[src/shared/wsc_defs.vh]
// Constants for the wake source control register bank.
// Assumes one includer per compile unit; guarded against double inclusion.
`ifndef WSC_DEFS_VH
`define WSC_DEFS_VH

// Register addresses on the serial control port
`define WSC_ADDR_W          7
`define WSC_ADDR_PEAK       7'h05
`define WSC_ADDR_INTWK      7'h06
`define WSC_ADDR_EXTWK      7'h07
`define WSC_NREG            3

// Device operating modes, as driven by the mode controller
`define WSC_MODE_W          3
`define WSC_MODE_INIT       3'h0
`define WSC_MODE_NORMAL     3'h1
`define WSC_MODE_STOP       3'h2
`define WSC_MODE_SLEEP      3'h3
`define WSC_MODE_RESTART    3'h4
`define WSC_MODE_FAILSAFE   3'h5

// Field positions
`define WSC_B_PEAK          5
`define WSC_B_T2WK          7
`define WSC_B_T1WK          6
`define WSC_B_WDOFF1        2
`define WSC_B_INTGLB        7
`define WSC_B_MEAS          5
`define WSC_B_PIN3          2
`define WSC_B_PIN2          1
`define WSC_B_PIN1          0

// Power-on / soft reset values
`define WSC_RST_PEAK        8'h00
`define WSC_RST_INTWK       8'h00
`define WSC_RST_EXTWK       8'h07

// Writable bits; everything else is reserved and reads zero
`define WSC_WM_PEAK         8'h20
`define WSC_WM_INTWK        8'hC4
`define WSC_WM_EXTWK        8'hA7

// Bits kept on entry to restart mode
`define WSC_KEEP_PEAK       8'h20
`define WSC_KEEP_INTWK      8'hC0
`define WSC_KEEP_EXTWK      8'hA7

// Fail-safe forced pattern: mask of forced bits and their value
`define WSC_FS_MASK_EXTWK   8'h5F
`define WSC_FS_VAL_EXTWK    8'h07
`define WSC_FS_MASK_NONE    8'h00
`define WSC_FS_MASK_BUS     8'h1F
`define WSC_FS_VAL_BUS      8'h09

// Bus transceiver mode field codes
`define WSC_CAN_OFF         2'h0
`define WSC_CAN_WAKE        2'h1
`define WSC_CAN_RXONLY      2'h2
`define WSC_CAN_NORMAL      2'h3
`define WSC_CAN_B_SWK       2

`endif

[src/core/wsc_wake_regs.v]
// Wake source control register bank: peak threshold, internal and
// external wake control registers, with their derived control levels.
// Assumes a serial control port front end that delivers decoded byte
// accesses, and a mode controller on the same clock reporting the mode.
//
// How it works
// - Peak register bit five picks threshold
// - Peak bit writable only in Init/Normal
// - Stop mode: peak write silently ignored
// - Reserved bits always read zero
// - Internal bit seven enables second timer
// - Internal bit six enables first timer
// - Bit two: watchdog off in Stop
// - External bit seven sets interrupt scope
// - Measure bit gates pins one, two
// - Measure selected: pin levels invalid
// - Bits two..zero enable wake pins
// - Reset loads zeros, zeros, pin enables
// - Restart entry keeps listed bits only
// - Fail-safe entry by failure forces wake patterns
// - Transceiver mode field codes decoded
`timescale 1ns/1ns
`include "wsc_defs.vh"

module wsc_wake_regs (
   // Clock and reset
   input  wire                   i_sys_clk,
   input  wire                   i_reset_n,
   input  wire                   i_soft_rst,
   // Decoded register access
   input  wire                   i_acc_valid,
   input  wire                   i_acc_write,
   input  wire [`WSC_ADDR_W-1:0] i_acc_addr,
   input  wire [7:0]             i_acc_wdata,
   output reg                    o_acc_ack,
   output reg                    o_acc_hit,
   output reg  [7:0]             o_acc_rdata,
   // Device mode and failure cause
   input  wire [`WSC_MODE_W-1:0] i_sbc_mode,
   input  wire                   i_fail_cause,
   // Device update of the watchdog stop bit
   input  wire                   i_wdoff_we,
   input  wire                   i_wdoff_val,
   // Transceiver mode field seen in the bus mode register
   input  wire [2:0]             i_can_mode,
   // Control levels
   output reg                    o_peak_threshold_select,
   output reg                    o_second_timer_wake_enable,
   output reg                    o_first_timer_wake_enable,
   output reg                    o_stop_mode_watchdog_off_bit1,
   output reg                    o_int_global,
   output reg                    o_pin_measure_select,
   output reg                    o_meas_active,
   output reg  [2:0]             o_pin_wake_enable,
   output reg                    o_pin_level_valid,
   output reg                    o_can_wake_source,
   output reg                    o_can_selective_wake,
   // Fail-safe force of the bus mode register
   output reg                    o_bus_force_stb,
   output reg  [7:0]             o_bus_force_mask,
   output reg  [7:0]             o_bus_force_val
);

   ////////////////////////////////////////////////////////////////////////
   // Per-register constants, indexed 0 peak, 1 internal, 2 external

   // Address of register index
   function [`WSC_ADDR_W-1:0] f_addr;
      input integer idx;
      begin
         case (idx)
            0:       f_addr = `WSC_ADDR_PEAK;
            1:       f_addr = `WSC_ADDR_INTWK;
            default: f_addr = `WSC_ADDR_EXTWK;
         endcase
      end
   endfunction

   // Reset value of register index
   function [7:0] f_rst;
      input integer idx;
      begin
         case (idx)
            0:       f_rst = `WSC_RST_PEAK;
            1:       f_rst = `WSC_RST_INTWK;
            default: f_rst = `WSC_RST_EXTWK;
         endcase
      end
   endfunction

   // Restart keep mask of register index
   function [7:0] f_keep;
      input integer idx;
      begin
         case (idx)
            0:       f_keep = `WSC_KEEP_PEAK;
            1:       f_keep = `WSC_KEEP_INTWK;
            default: f_keep = `WSC_KEEP_EXTWK;
         endcase
      end
   endfunction

   // Writable-bit mask of register index
   function [7:0] f_wmask;
      input integer idx;
      begin
         case (idx)
            0:       f_wmask = `WSC_WM_PEAK;
            1:       f_wmask = `WSC_WM_INTWK;
            default: f_wmask = `WSC_WM_EXTWK;
         endcase
      end
   endfunction

   // Fail-safe forced-bit mask of register index
   function [7:0] f_fsmask;
      input integer idx;
      begin
         case (idx)
            2:       f_fsmask = `WSC_FS_MASK_EXTWK;
            default: f_fsmask = `WSC_FS_MASK_NONE;
         endcase
      end
   endfunction

   // Device-updated bits of register index
   function [7:0] f_hwmask;
      input integer idx;
      begin
         case (idx)
            1:       f_hwmask = 8'h01 << `WSC_B_WDOFF1;
            default: f_hwmask = 8'h00;
         endcase
      end
   endfunction

   ////////////////////////////////////////////////////////////////////////
   // Mode tracking and entry events

   reg  [`WSC_MODE_W-1:0] mode_r;      // Mode seen last cycle
   wire                   restart_ent; // First cycle in restart mode
   wire                   fs_ent;      // First cycle in fail-safe by failure
   wire                   wr_open;     // Peak bit accepts writes

   // Previous mode, to find mode entries
   always @(posedge i_sys_clk) begin
      if (!i_reset_n) begin
         mode_r <= `WSC_MODE_INIT;
      end else begin
         mode_r <= i_sbc_mode;
      end
   end

   assign restart_ent = (i_sbc_mode == `WSC_MODE_RESTART) &&
                        (mode_r != `WSC_MODE_RESTART);
   assign fs_ent      = (i_sbc_mode == `WSC_MODE_FAILSAFE) &&
                        (mode_r != `WSC_MODE_FAILSAFE) && i_fail_cause;

   // Peak bit is writable in Init and Normal only; Stop drops it quietly
   assign wr_open = (i_sbc_mode == `WSC_MODE_INIT) ||
                    (i_sbc_mode == `WSC_MODE_NORMAL);

   ////////////////////////////////////////////////////////////////////////
   // Register instances

   wire [7:0] reg_q [0:`WSC_NREG-1];  // Stored register bytes
   wire [7:0] hw_data;                // Device update of watchdog bit

   assign hw_data = {7'h00, i_wdoff_val} << `WSC_B_WDOFF1;

   genvar gi;
   generate
      for (gi = 0; gi < `WSC_NREG; gi = gi + 1) begin : g_reg
         wire       we;      // Host write to this register
         wire [7:0] wmask;   // Bits the host may change now

         assign we    = i_acc_valid && i_acc_write && (i_acc_addr == f_addr(gi));
         // Reserved bits are never in the mask, peak bit gated by mode
         assign wmask = (gi == 0 && !wr_open) ? 8'h00 : f_wmask(gi);

         wsc_reg8 #(
            .RST_VAL (f_rst(gi)),
            .KEEP    (f_keep(gi)),
            .FS_MASK (f_fsmask(gi)),
            .FS_VAL  (`WSC_FS_VAL_EXTWK),
            .HW_MASK (f_hwmask(gi))
         ) u_reg (
            .i_sys_clk  (i_sys_clk),
            .i_reset_n  (i_reset_n),
            .i_soft_rst (i_soft_rst),
            .i_we       (we),
            .i_wmask    (wmask),
            .i_wdata    (i_acc_wdata),
            .i_restart  (restart_ent),
            .i_failsafe (fs_ent),
            .i_hw_we    (i_wdoff_we),
            .i_hw_data  (hw_data),
            .o_q        (reg_q[gi])
         );
      end
   endgenerate

   ////////////////////////////////////////////////////////////////////////
   // Read path: one-cycle answer, data from flip-flops

   reg [7:0] rd_nxt;  // Selected read byte
   reg       hit_nxt; // Address belongs to this bank

   // Address decode for reads; reserved bits masked to zero
   always @* begin
      rd_nxt  = 8'h00;
      hit_nxt = 1'b1;
      case (i_acc_addr)
         `WSC_ADDR_PEAK:  rd_nxt = reg_q[0] & f_wmask(0);
         `WSC_ADDR_INTWK: rd_nxt = reg_q[1] & f_wmask(1);
         `WSC_ADDR_EXTWK: rd_nxt = reg_q[2] & f_wmask(2);
         default:         hit_nxt = 1'b0;
      endcase
   end

   // Acknowledge and read data one cycle after the access
   always @(posedge i_sys_clk) begin
      if (!i_reset_n) begin
         o_acc_ack   <= 1'b0;
         o_acc_hit   <= 1'b0;
         o_acc_rdata <= 8'h00;
      end else begin
         o_acc_ack <= i_acc_valid;
         if (i_acc_valid) begin
            o_acc_hit   <= hit_nxt;
            o_acc_rdata <= rd_nxt;
         end
      end
   end

   ////////////////////////////////////////////////////////////////////////
   // Derived control levels

   wire       meas;     // Measurement selected
   wire [2:0] pin_en;   // Raw pin enables
   wire [1:0] can_fn;   // Transceiver function without selective bit

   assign meas   = reg_q[2][`WSC_B_MEAS];
   assign pin_en = {reg_q[2][`WSC_B_PIN3], reg_q[2][`WSC_B_PIN2],
                    reg_q[2][`WSC_B_PIN1]};
   assign can_fn = i_can_mode[1:0];

   // Control outputs, registered
   always @(posedge i_sys_clk) begin
      if (!i_reset_n) begin
         o_peak_threshold_select       <= 1'b0;
         o_second_timer_wake_enable    <= 1'b0;
         o_first_timer_wake_enable     <= 1'b0;
         o_stop_mode_watchdog_off_bit1 <= 1'b0;
         o_int_global                  <= 1'b0;
         o_pin_measure_select          <= 1'b0;
         o_meas_active                 <= 1'b0;
         o_pin_wake_enable             <= 3'h0;
         o_pin_level_valid             <= 1'b0;
         o_can_wake_source             <= 1'b0;
         o_can_selective_wake          <= 1'b0;
      end else begin
         o_peak_threshold_select       <= reg_q[0][`WSC_B_PEAK];
         o_second_timer_wake_enable    <= reg_q[1][`WSC_B_T2WK];
         o_first_timer_wake_enable     <= reg_q[1][`WSC_B_T1WK];
         o_stop_mode_watchdog_off_bit1 <= reg_q[1][`WSC_B_WDOFF1];
         o_int_global                  <= reg_q[2][`WSC_B_INTGLB];
         o_pin_measure_select          <= meas;
         // Measurement runs only in Normal mode
         o_meas_active <= meas && (i_sbc_mode == `WSC_MODE_NORMAL);
         // Pins one and two lose their enables under measurement
         o_pin_wake_enable <= {pin_en[2], pin_en[1:0] & {2{~meas}}};
         // Pin level status meaningless while measuring
         o_pin_level_valid <= ~meas;
         // Bus wakes only when the host chose a wake-capable mode
         o_can_wake_source    <= (can_fn == `WSC_CAN_WAKE);
         o_can_selective_wake <= i_can_mode[`WSC_CAN_B_SWK] &&
                                 (can_fn != `WSC_CAN_OFF);
      end
   end

   ////////////////////////////////////////////////////////////////////////
   // Fail-safe force of the bus mode register (held elsewhere)

   // One-cycle strobe with the forced pattern and its mask
   always @(posedge i_sys_clk) begin
      if (!i_reset_n) begin
         o_bus_force_stb  <= 1'b0;
         o_bus_force_mask <= 8'h00;
         o_bus_force_val  <= 8'h00;
      end else begin
         o_bus_force_stb  <= fs_ent;
         o_bus_force_mask <= `WSC_FS_MASK_BUS;
         o_bus_force_val  <= `WSC_FS_VAL_BUS;
      end
   end

endmodule

[src/core/wsc_reg8.v]
// One 8-bit control register with reset, restart and fail-safe loads.
// Assumes write strobe, masks and mode events come from the same clock.
`timescale 1ns/1ns

module wsc_reg8 #(
   parameter [7:0] RST_VAL  = 8'h00,   // Power-on / soft reset value
   parameter [7:0] KEEP     = 8'h00,   // Bits kept on restart entry
   parameter [7:0] FS_MASK  = 8'h00,   // Bits forced on fail-safe entry
   parameter [7:0] FS_VAL   = 8'h00,   // Values of forced bits
   parameter [7:0] HW_MASK  = 8'h00    // Bits the device may update
) (
   // Clock and reset
   input  wire       i_sys_clk,
   input  wire       i_reset_n,
   input  wire       i_soft_rst,
   // Host write
   input  wire       i_we,
   input  wire [7:0] i_wmask,
   input  wire [7:0] i_wdata,
   // Mode events
   input  wire       i_restart,
   input  wire       i_failsafe,
   // Device update
   input  wire       i_hw_we,
   input  wire [7:0] i_hw_data,
   // Stored value
   output wire [7:0] o_q
);

   reg [7:0] q_r;     // Stored byte
   reg [7:0] q_nxt;   // Next value

   assign o_q = q_r;

   ////////////////////////////////////////////////////////////////////////
   // Next value: reset, then fail-safe, restart, device update, host write
   always @* begin
      q_nxt = q_r;
      if (i_soft_rst) begin
         q_nxt = RST_VAL;
      end else if (i_failsafe) begin
         q_nxt = (q_r & ~FS_MASK) | (FS_VAL & FS_MASK);
      end else if (i_restart) begin
         q_nxt = q_r & KEEP;
      end else begin
         // Host write touches writable bits only
         if (i_we) begin
            q_nxt = (q_r & ~i_wmask) | (i_wdata & i_wmask);
         end
         // Device update wins over a host write in the same cycle
         if (i_hw_we) begin
            q_nxt = (q_nxt & ~HW_MASK) | (i_hw_data & HW_MASK);
         end
      end
   end

   // Register with synchronous reset
   always @(posedge i_sys_clk) begin
      if (!i_reset_n) begin
         q_r <= RST_VAL;
      end else begin
         q_r <= q_nxt;
      end
   end

endmodule

[config.mk]
export PLATFORM = sky130hd
export DESIGN_NAME = wsc_wake_regs
export DESIGN_NICKNAME = d
export VERILOG_FILES = /design/src/core/wsc_wake_regs.v /design/src/core/wsc_reg8.v
export VERILOG_INCLUDE_DIRS = /design/src /design/src/shared
export SDC_FILE = /design/constraint.sdc
export NUM_CORES = 1
export LEC_CHECK = 0
export ABC_AREA = 0
export ABC_CLOCK_PERIOD_IN_PS = 2300
export BUFFER_PORTS_ARGS = -buffer_cell sky130_fd_sc_hd__buf_2
export CORE_MARGIN = 2
export CORE_UTILIZATION = 40
export CTS_CLUSTER_DIAMETER = 200
export CTS_CLUSTER_SIZE = 10
export DETAILED_ROUTE_END_ITERATION = 6
export GPL_ROUTABILITY_DRIVEN = 1
export PLACE_DENSITY = 0.71
export SLEW_MARGIN = 0
export SYNTH_ARGS = -nofsm -noshare
export SYNTH_HDL_FRONTEND = slang
export SYNTH_SLANG_ARGS = --single-unit
[constraint.sdc]
create_clock -name i_sys_clk -period 2.3 [get_ports i_sys_clk]
set_clock_uncertainty 0.1 [all_clocks]
set_input_delay 0.115 -clock i_sys_clk [delete_from_list [all_inputs] [get_ports i_sys_clk]]
set_output_delay 0.115 -clock i_sys_clk [all_outputs]
set_load 0.03 [all_outputs]
; ---- Yosys cells after proc, flatten, opt, wreduce, memory -nomap -nowiden
; Cells that the tools add are included.
[totals]
ff_bits = 67
[op_classes]
eq_ne = 9
n_mux = 13
bitwise = 12
reduce_logical = 24
[op_table]
columns = cell, n
row1 = two-way mux 8 bit, 7
row2 = case mux 8 bit (3 select lines), 1
row3 = equality test 7 x 3 -> 1 bit (second input constant), 3
row4 = two-way mux 6 bit, 2
row5 = logical AND 1 bit, 9
row6 = bitwise AND 8 x 6 -> 8 bit, 1
row7 = bitwise AND 8 bit, 1
row8 = inverter 6 -> 8 bit, 1
row9 = bitwise OR 6 x 8 -> 8 bit, 1
row10 = bitwise OR 7 x 8 -> 8 bit, 1
row11 = bitwise OR 8 x 3 -> 8 bit, 1
row12 = bitwise OR 8 bit, 1
row13 = AND reduction 2 bit, 4
row14 = equality test 3 bit (second input constant), 2
row15 = != test 3 bit (second input constant), 2
row16 = AND reduction 3 bit, 2
row17 = OR reduction 3 bit, 2
row18 = two-way mux 5 bit, 1
row19 = nonzero test 5 bit, 1
row20 = two-way mux 4 bit, 1
row21 = inverter 1 bit, 4
row22 = nonzero test 2 bit, 2
row23 = OR reduction 4 bit, 1
row24 = equality test 3 x 1 -> 1 bit (second input constant), 1
row25 = 6 further kinds, 6

; ---- Logic depth before layout (Yosys ltp)
; Gate-level depths: netlist (run 1).
[depth]
word_depth = 9
mapped_depth = 5
depth_no_buf = 4

; ---- Cells and area by module
; Synthesis (run 1) repeated with hierarchy kept, for this count alone.
[hier_totals]
hier_cells = 237
area_unflattened_um2 = 2270.9
[by_module_without_submodules]
columns = mod, instances, area_per_inst_um2, seq_area_each_um2, cells_per_inst
row1 = wsc_wake_regs, 1, 1048.5, 520.5, 106
row2 = wsc_reg8 (g_reg[2].u_reg), 1, 422.9, 160.2, 40
row3 = wsc_reg8 (g_reg[0].u_reg), 1, 405.4, 160.2, 46
row4 = wsc_reg8 (g_reg[1].u_reg), 1, 394.1, 160.2, 45

; ---- Worst setup path after synthesis (run 1)
; Ideal clock, no wire load.
[synth_path]
path_kind = register to register
from = register mode_r[2]
to = register g_reg[2].u_reg.q_r[0]
arrival_ps = 1420
path_slack_ps = 660
path_stages_with_launch = 6
path_buffers = 1
cell_sequence = dfxtp_1 -> nor3b_2 -> or4b_1 -> buf_2 -> and3_1 -> a211o_1
[synth_via]
elab_chain_cells = 4
word_cells_on_any_way = 8
[synth_rtl]
columns = element, line_no
row1 = from (decl), wsc_wake_regs.v:140  ; reg [`WSC_MODE_W-1:0] mode_r;
row2 = from (signal assigned), wsc_wake_regs.v:148  ; mode_r <= `WSC_MODE_INIT;
row3 = from (signal assigned), wsc_wake_regs.v:150  ; mode_r <= i_sbc_mode;
row4 = != test 3 bit (no line), n/a
row5 = logical AND 1 bit (on tied branches), "wsc_wake_regs.v:156, wsc_wake_regs.v:154"
row6 = logical AND 1 bit or inverter 1 bit (tied branches), n/a
row7 = OR reduction 3 bit (no line) or AND reduction 2 bit (tied branches), n/a
row8 = to (signal assigned), wsc_reg8.v:62  ; q_r <= q_nxt;
row9 = to (decl), wsc_reg8.v:30  ; reg [7:0] q_r;
; Parallel ways exist; a longest one is shown, timed or not.
; A chain may end at the register's enable or synchronous reset.

; ---- Worst setup path after layout (run 1)
[layout_path]
from = input port i_acc_addr[6]
to = register g_reg[1].u_reg.q_r[2]
[layout_via]
elab_chain_cells = 4
[layout_rtl]
columns = element, line_no
row1 = from (decl), wsc_wake_regs.v:33  ; input wire [`WSC_ADDR_W-1:0] i_acc_addr,
row2 = equality test 7 x 3 -> 1 bit, wsc_wake_regs.v:177  ; assign we = i_acc_valid && i_acc_write && (i_acc_addr == f_addr(gi));
row3 = logical AND 1 bit, wsc_wake_regs.v:177
row4 = nonzero test 5 bit (no line), n/a
row5 = AND reduction 2 bit (no line), n/a
row6 = to (signal assigned), wsc_reg8.v:62
row7 = to (decl), wsc_reg8.v:30
; No other way between the ends.

==> results of run 1 <==
==> Yosys cell counts (all sizes together) <==
master / instances / share of area
or3: 1 / 0.0043
inv: 3 / 0.0077
conb: 1 / 0.0026
o22ai: 1 / 0.0043
a21oi: 5 / 0.017
buf: 18 / 0.091
nor3b: 1 / 0.0086
nor4: 1 / 0.0043
and2: 13 / 0.056
and3: 6 / 0.027
nand4: 3 / 0.013
a211o: 3 / 0.018
dfxtp: 35 / 0.48
clkbuf: 4 / 0.010
nand2: 15 / 0.039
nand4bb: 2 / 0.015
mux2: 3 / 0.023
o211a: 1 / 0.0069
nand3b: 1 / 0.0051
mux2i: 5 / 0.034
nor2: 7 / 0.018
or4b: 1 / 0.0069
nor4b: 1 / 0.0060
a21boi: 3 / 0.015
o31a: 1 / 0.0060
nor2b: 2 / 0.0086
nand2b: 6 / 0.026
o2111ai: 2 / 0.012
nor3: 4 / 0.014
nand3: 5 / 0.017
or2: 1 / 0.0043
==> path summary, 6_finish.rpt <==
kind	from	endpoint	slack, ps	cells after the start
min	i_acc_addr[3]	o_acc_hit	20	4
max reg2reg	mode_r[2]	g_reg[2].u_reg.o_q[0]	540	4
min reg2reg	g_reg[1].u_reg.o_q[7]	g_reg[1].u_reg.o_q[7]	380	2
max	i_acc_addr[6]	g_reg[1].u_reg.o_q[2]	410	7
==> through the flow <==
step	cell area, um2	power, uW	utilization	setup WS [ps]
global placement	1690	776.6	0.4949	602.7
finish	1901	1100	0.5564	412.9
detailed placement	1690	777.8	0.4949	566.0
floorplan	1498	748.0	-	660.5
CTS	1891	1108	0.5535	437.6
global route	1901	1157	0.5564	250.8
==> worst reg2reg max path, stage by stage (launching register included) <==
cell,delay (ps)
dfxtp_1,320
nor3b_2,150
or4b_1,600
and3_1,230
a211o_1,260
==> area by class of cell <==
cell class,count,share of cell area
tap,46,0.03028
inverter,3,0.005925
multi-input combinational,105,0.3357
clock inverter,1,0.002633
clock buffer,7,0.02370
timing repair buffer,72,0.2330
sequential,35,0.3687
==> registers in the layout, indices dropped and copies added (netlist names), 3 cells and up, named ones only <==
| register | flops |
|---|---|
| o_acc_rdata | 6 |
| g.u_reg.o_q | 8 |
| mode_r | 3 |
| o_pin_wake_enable | 3 |
==> logic make-up after synthesis <==
logic type      after synthesis  synth area share
flops                        35            0.4799
mux                           8           0.05741
buf+inv                      25            0.1088
compound gates               16           0.07970
simple gates                 70            0.2717
other cells                   1          0.002568
==> power groups by stage <==
stage	Combinational, uW	Clock [uW]	Sequential [uW]
2_1_floorplan	94.6	0	653
3_3_place_gp	140	0	636
3_5_place_dp	141	0	636
4_1_cts	161	325	622
5_1_grt	175	358	624
6_report	163	315	622
==> cells in the final DEF, fill, tap and decap left out, types with 2 or more instances in the layout <==
master / n
a21oi_1: 5
nand3_1: 5
mux2i_1: 5
nand2_1: 15
nor3_1: 4
nand2b_1: 6
clkbuf_1: 2
dlygate4sd3_1: 16
nand4_1: 3
o2111ai_1: 2
a21boi_0: 3
nor2b_1: 2
nor2_1: 7
inv_1: 3
conb_1: 11
and3_1: 5
nand4bb_1: 2
a211o_1: 3
and2_1: 13
clkbuf_4: 5
buf_2: 55
mux2_2: 3
dfxtp_1: 35
==> routing by layer <==
layer / up-vias / GRT usage / part of all wire
met1: 564 / 0.1928 / 0.46
met5: - / 0 / 0
met3: 6 / 0.05382 / 0.064
met4: 0 / 0.08511 / 0.022
li1: 634 / - / -
met2: 53 / 0.2591 / 0.45
==> repair_timing <==
item / CTS / global route
hold buffers: 15 / 1
gates resized for setup: 0 / 0
endpoints found under the hold margin: 14 / 1
==> run summary, run 1 <==
Root Buffer: clkbuf_4
placed cells: 245
total die area: 0.004150 mm2
TritonCTS Buffers: 5
maximum vdd drop: 0.0002330 V
Filler cells: 339
clock power share: 0.286
Core Area: 0.003416 mm2
clk_lat worst skew: 340 ps
yosys warns: 0
Layout Cells excl Fill: 269
DR pass1 iterations: 4
Cell Area, Synth: 0.001460 mm2
Net Switching: 301.3 uW
Post-Syn Area per Cell: 9.420 um2
DIE WIDTH: 64.42 um
Final HPWL DP: 2262 um
PD cells: 578.9 mW/mm2
Via density: 4.673
Final setup viols: 0
CP max-delay cell: dlygate4sd3_1
antenna violations before repair: 0
min Tclk post-route: 1887 ps
Routed WL: 3162 um
Total GRT Usage: 0.1620
largest net degree at the start of global routing: 19
Sw Ratio: 0.2738
max cap viols: 0
worst min path class: input port to flop
wire per inst: 11.75 um
H-Tree Depth: 2
max frequency: 529.9 MHz
# IOs: 69
GP Congestion: 0.8174
Fin. Hold Viols: 0
first-pass GRT wire length: 5023 um
Crit. End Element: flop
DR DRC count: 0
CP Cell Sequence: dlygate4sd3_1 > buf_2 > nand4bb_1 > nor3_1 > a21oi_1 > dlygate4sd3_1 > o22ai_1
port buffer count: 55
synthesized instance count: 155
CTS tree: built
GR Overflow Total: 0
sum of buffers and inverters on the critical path: 3
sequential fraction of the synthesis area: 0.4799
worst endpoint required time: 2470 ps
share of layout cells above drive strength 1: 0.3049
CP peak stage delay: 570 ps
RSZ-0062 raised after global routing: false
postcts setup bufs: 0
Hold Slack: 20.01 ps
clock sinks: 35
Gate power share: 0.148
Yosys cell types: 33
Initial Util: 0.4275
arrival time worst endpoint: 2060 ps
Leakage: 0.0008961 uW
vias in the first global route: 1147
clock buffer depth: 2
Storage cell area: 700.7 um2
outcome: complete, no violations
Area Overhead vs Synth: 30.16%
Final Cycle Share: 0.8205
setup tns final: 0 ps
internal power: 798.9 uW
diode count: 0
Iter 0 DRT Violations: 60
clock slew seen by the registers of the worst setup and hold paths: 100 ps
row cnt: 21
crit path kind: input port to flop
Nets: 251
via count: 1257
Die Ht: 64.42 um
post-route ant nets: 0
CP max FO: 3
Flop pwr share: 0.566
crit-path most repeated cell: dlygate4sd3_1
Final Max Tran Viols: 0
post-synthesis register bit count: 35
Multi-input gate area: 638.1 um2
crit path launch type: input port
delay-heaviest family, CP: buffers and inverters
Power figures use the tool's default switching activity.
==> run 2: changes to the inputs <==
--- a/config.mk
+++ b/config.mk
@@ -6,8 +6,8 @@
 export SDC_FILE = /design/constraint.sdc
 export NUM_CORES = 1
 export LEC_CHECK = 0
-export ABC_AREA = 0
-export ABC_CLOCK_PERIOD_IN_PS = 2300
+export ABC_AREA = 1
+export ABC_CLOCK_PERIOD_IN_PS = 1800
 export BUFFER_PORTS_ARGS = -buffer_cell sky130_fd_sc_hd__buf_2
 export CORE_MARGIN = 2
 export CORE_UTILIZATION = 40
==> constraint.sdc (replaced) <==
create_clock -name i_sys_clk -period 1.8 [get_ports i_sys_clk]
set_clock_uncertainty 0.1 [all_clocks]
set_input_delay 0.09 -clock i_sys_clk [delete_from_list [all_inputs] [get_ports i_sys_clk]]
set_output_delay 0.09 -clock i_sys_clk [all_outputs]
set_load 0.03 [all_outputs]
==> run 2 against run 1 <==
Register-to-register slack got worse by 30 ps. Worst hold slack lost 12 ps. Cell area grew 2.8%. Via count rose by 7.4%. Area after synthesis grew 2.3%. Sequential power up 28%. Die area is 2.2% higher. Cell count rose by 18%. Sequential share of layout area is 1.0 points lower. Critical endpoint is now g_reg[1].u_reg.o_q[6]. Largest cell class unchanged. Highest routed layer unchanged.
==> run summary, run 2 <==
Cell Area, Synth: 0.001494 mm2 (was 0.001460 mm2)
Total GRT Usage: 0.1487 (was 0.1620)
Post-Synth Simple-Gate Area: 0.2990 (was 0.2716)
Iter 0 DRT Violations: 85 (was 60)
sequential fraction of the synthesis area: 0.4690 (was 0.4799)
sum of buffers and inverters on the critical path: 3 (unchanged)
Final Cycle Share: 0.8554
synthesized instance count: 201 (was 155)
max FFs per register: 8 (unchanged)
internal power: 1135 uW (was 798.9 uW)
PostCTS Resize Cnt: 0 (unchanged)
Via density: 4.259 (was 4.673)
worst min path class: input port to flop (unchanged)
antenna violations before repair: 0 (unchanged)
top cell type's share of synthesized area: 0.4690 (was 0.4799)
Flop pwr share: 0.511 (was 0.566)
clock power share: 0.348 (was 0.286)
setup tns final: 0 ps (unchanged)
outcome: complete, no violations (unchanged)
maximum vdd drop: 0.0003724 V (was 0.0002330 V)
via count: 1350 (was 1257)
crit-path most repeated cell: nor2_1 (was dlygate4sd3_1)
Nets: 297 (was 251)
HP Start: i_acc_wdata[5] (was i_acc_addr[3])
Reg2Reg Launch Point: mode_r[1] (was mode_r[2])
post-route ant nets: 0 (unchanged)
H-Tree Depth: 2 (unchanged)
Die Ht: 65.12 um (was 64.42 um)
commonest non-fill, non-tap cell in the layout: buf_2 (unchanged)
Yosys cell types: 22 (was 33)
# IOs: 69 (unchanged)
wire per inst: 9.457 um (was 11.75 um)
Synth Flop Type: dfxtp_1 (unchanged)
port buffer count: 55 (unchanged)
placed cells: 296 (was 245)
max frequency: 649.4 MHz
FF-to-FF End: g_reg[1].u_reg.o_q[6] (was g_reg[2].u_reg.o_q[0])
post-synthesis mux area share: 0 (was 0.05741)
yosys warns: 0 (unchanged)
Sw Ratio: 0.2736 (was 0.2738)
compound-cell area share of the yosys netlist: 0.06616 (was 0.07969)
Crit. End Element: flop (unchanged)
total die area: 0.004240 mm2 (was 0.004150 mm2)
vias in the first global route: 1088 (was 1147)
Synth top cells by count: nand2_1, dfxtp_1, inv_1 (was dfxtp_1, buf_4, nand2_1)
DR pass1 iterations: 4 (unchanged)
Async S/R FF share, synth: 0 (unchanged)
post-synthesis register bit count: 35 (unchanged)
clk_lat worst skew: 290 ps (was 340 ps)
CP max FO: 5 (was 3)
Initial Util: 0.4112 (was 0.4275)
most frequent cells in the layout: buf_2, nand2_1, dfxtp_1 (was buf_2, dfxtp_1, dlygate4sd3_1)
largest cells by area after synthesis: dfxtp_1, nand2_1, buf_4 (was dfxtp_1, buf_4, and2_1)
RSZ-0062 raised after global routing: false (unchanged)
Post-synth EDFFs: 0 (unchanged)
setup ws final: 260.2 ps (was 412.9 ps)
Gate power share: 0.140 (was 0.148)
PD cells: 799.5 mW/mm2 (was 578.9 mW/mm2)
Layout Cells excl Fill: 317 (was 269)
Final Max Tran Viols: 0 (unchanged)
Area Overhead vs Synth: 30.82% (was 30.16%)
clock sinks: 35 (unchanged)
hold endpoint: g_reg[2].u_reg.o_q[5] (was o_acc_hit)
CP peak stage delay: 530 ps (was 570 ps)
Core Area: 0.003633 mm2 (was 0.003416 mm2)
crit path launch type: input port (unchanged)
largest net degree at the start of global routing: 17 (was 19)
Post-Syn Area per Cell: 7.433 um2 (was 9.420 um2)
R2R cell count: 7 (was 4)
diode count: 0 (unchanged)
Filler cells: 381 (was 339)
worst endpoint required time: 1880 ps (was 2470 ps)
Net Switching: 427.6 uW (was 301.3 uW)
DR DRC count: 0 (unchanged)
min Tclk post-route: 1540 ps
xor/xnor share of the synthesized area: 0 (unchanged)
Final HPWL DP: 2222 um (was 2262 um)
TritonCTS Buffers: 5 (unchanged)
Post-Synth Adder-Cell Area: 0 (unchanged)
Hold Path Cell Cnt: 5 (was 4)
Routed WL: 2998 um (was 3162 um)
Yosys top cell by area: dfxtp_1 (unchanged)
arrival time worst endpoint: 1620 ps (was 2060 ps)
Final setup viols: 0 (unchanged)
Fin. Hold Viols: 0 (unchanged)
GP Congestion: 0.7646 (was 0.8174)
largest family of logic cells by synthesized area: simple AND/OR/NAND/NOR gates (unchanged)
Setup WS pre-CTS: 481.3 ps (was 566.0 ps)
R2R Setup Slk: 510 ps (was 540 ps)
max cap viols: 0 (unchanged)
delay-heaviest family, CP: buffers and inverters (unchanged)
clock buffer depth: 2 (unchanged)
GR Overflow Total: 0 (unchanged)
crit path kind: input port to flop (unchanged)
Root Buffer: clkbuf_8 (was clkbuf_4)
CP Cell Sequence: dlygate4sd3_1 > buf_2 > inv_1 > nand2_1 > nor2_1 > nand2_1 > nand2_2 > nor2_1 > o21ai_0 > nor2_1 (was dlygate4sd3_1 > buf_2 > nand4bb_1 > nor3_1 > a21oi_1 > dlygate4sd3_1 > o22ai_1)
first-pass GRT wire length: 4664 um (was 5023 um)
share of layout cells above drive strength 1: 0.2862 (was 0.3049)
row cnt: 22 (was 21)
CTS tree: built (unchanged)
Leakage: 0.001076 uW (was 0.0008961 uW)
DIE WIDTH: 65.12 um (was 64.42 um)
clock slew seen by the registers of the worst setup and hold paths: 70 ps (was 100 ps)
dominant cell by count in the synthesized netlist: nand2_1 (was dfxtp_1)
CP max-delay cell: dlygate4sd3_1 (unchanged)
==> run 2: changes by cell type after synthesis, sizes merged, moves of 7 or more <==
cell   change
o21ai      +7
nor2      +15
inv       +25
nand3      +8
and2      -13
nand2     +40
==> run 2: power by group through the flow <==
stage               Clock [uW]  Combinational, uW  Sequential (uW)
detailed placement           0                198              817
finish                     545                219              799
CTS                        557                220              799
global placement             0                197              817
global route               598                237              801
floorplan                    0                130              845
==> run 2: worst min-delay path, cell delays in order <==
cell and delay, ps:
buf_2 110, inv_1 40, nand2_1 40, nand2_1 50, nor2_1 30
==> run 2: how the worst max path moves through the flow <==
stage	slack, ps	start	cells past startpoint	end
2_1_floorplan	630	mode_r[1]	8	g_reg[2].u_reg.o_q[5]
3_3_place_gp	500	i_acc_addr[3]	9	g_reg[2].u_reg.o_q[0]
3_5_place_dp	480	i_acc_addr[3]	9	g_reg[2].u_reg.o_q[0]
4_1_cts	270	i_sbc_mode[1]	10	g_reg[1].u_reg.o_q[6]
5_1_grt	90	i_sbc_mode[1]	10	g_reg[1].u_reg.o_q[6]
6_report	260	i_sbc_mode[1]	10	g_reg[1].u_reg.o_q[6]
==> run 2: repair_timing <==
| item | in CTS | in global routing |
|---|---|---|
| hold buffers | 13 | 0 |
| hold endpoints to repair | 12 | 0 |
| setup buffers | 0 | 0 |
==> run 2: area by class of cell <==
| cell class | instances | area [um2] | area share |
|---|---|---|---|
| clock buffer | 6 | 72.57 | 0.03713 |
| clock inverter | 2 | 12.51 | 0.006402 |
| inverter | 29 | 108.9 | 0.05570 |
| multi-input combinational | 128 | 586.8 | 0.3003 |
| sequential | 35 | 700.7 | 0.3585 |
| tap | 48 | 60.06 | 0.03073 |
| timing repair buffer | 69 | 412.9 | 0.2113 |
==> run 2: kinds of logic (layout without fill, tap and decap cells) <==
logic type             count (synthesis)  in the layout
other                                  1             11
and+or+nand+nor                       98             98
buffers and inverters                 48            106
DFF                                   35             35
AOI/OAI and AO/OA                     19             19
==> run 2: through the flow <==
stage / instance area [um2] / utilization / power [uW] / hold WS (ps)
2_1_floorplan: 1531 / - / 974.1 / 17.72
3_3_place_gp: 1739 / 0.4787 / 1014 / 161.2
3_5_place_dp: 1739 / 0.4787 / 1015 / 162.1
4_1_cts: 1954 / 0.5379 / 1575 / 2.085
5_1_grt: 1954 / 0.5379 / 1636 / 26.25
6_report: 1954 / 0.5379 / 1563 / 7.754
==> run 2: routing by layer <==
metal  global-route usage  vias to the layer above  routed length [um]
li1                     -                      722                   -
met1               0.1810                      570                1350
met2               0.2281                       52                1316
met3              0.05137                        6                 250
met4              0.08594                        0                  81
met5                    0                        -                   0
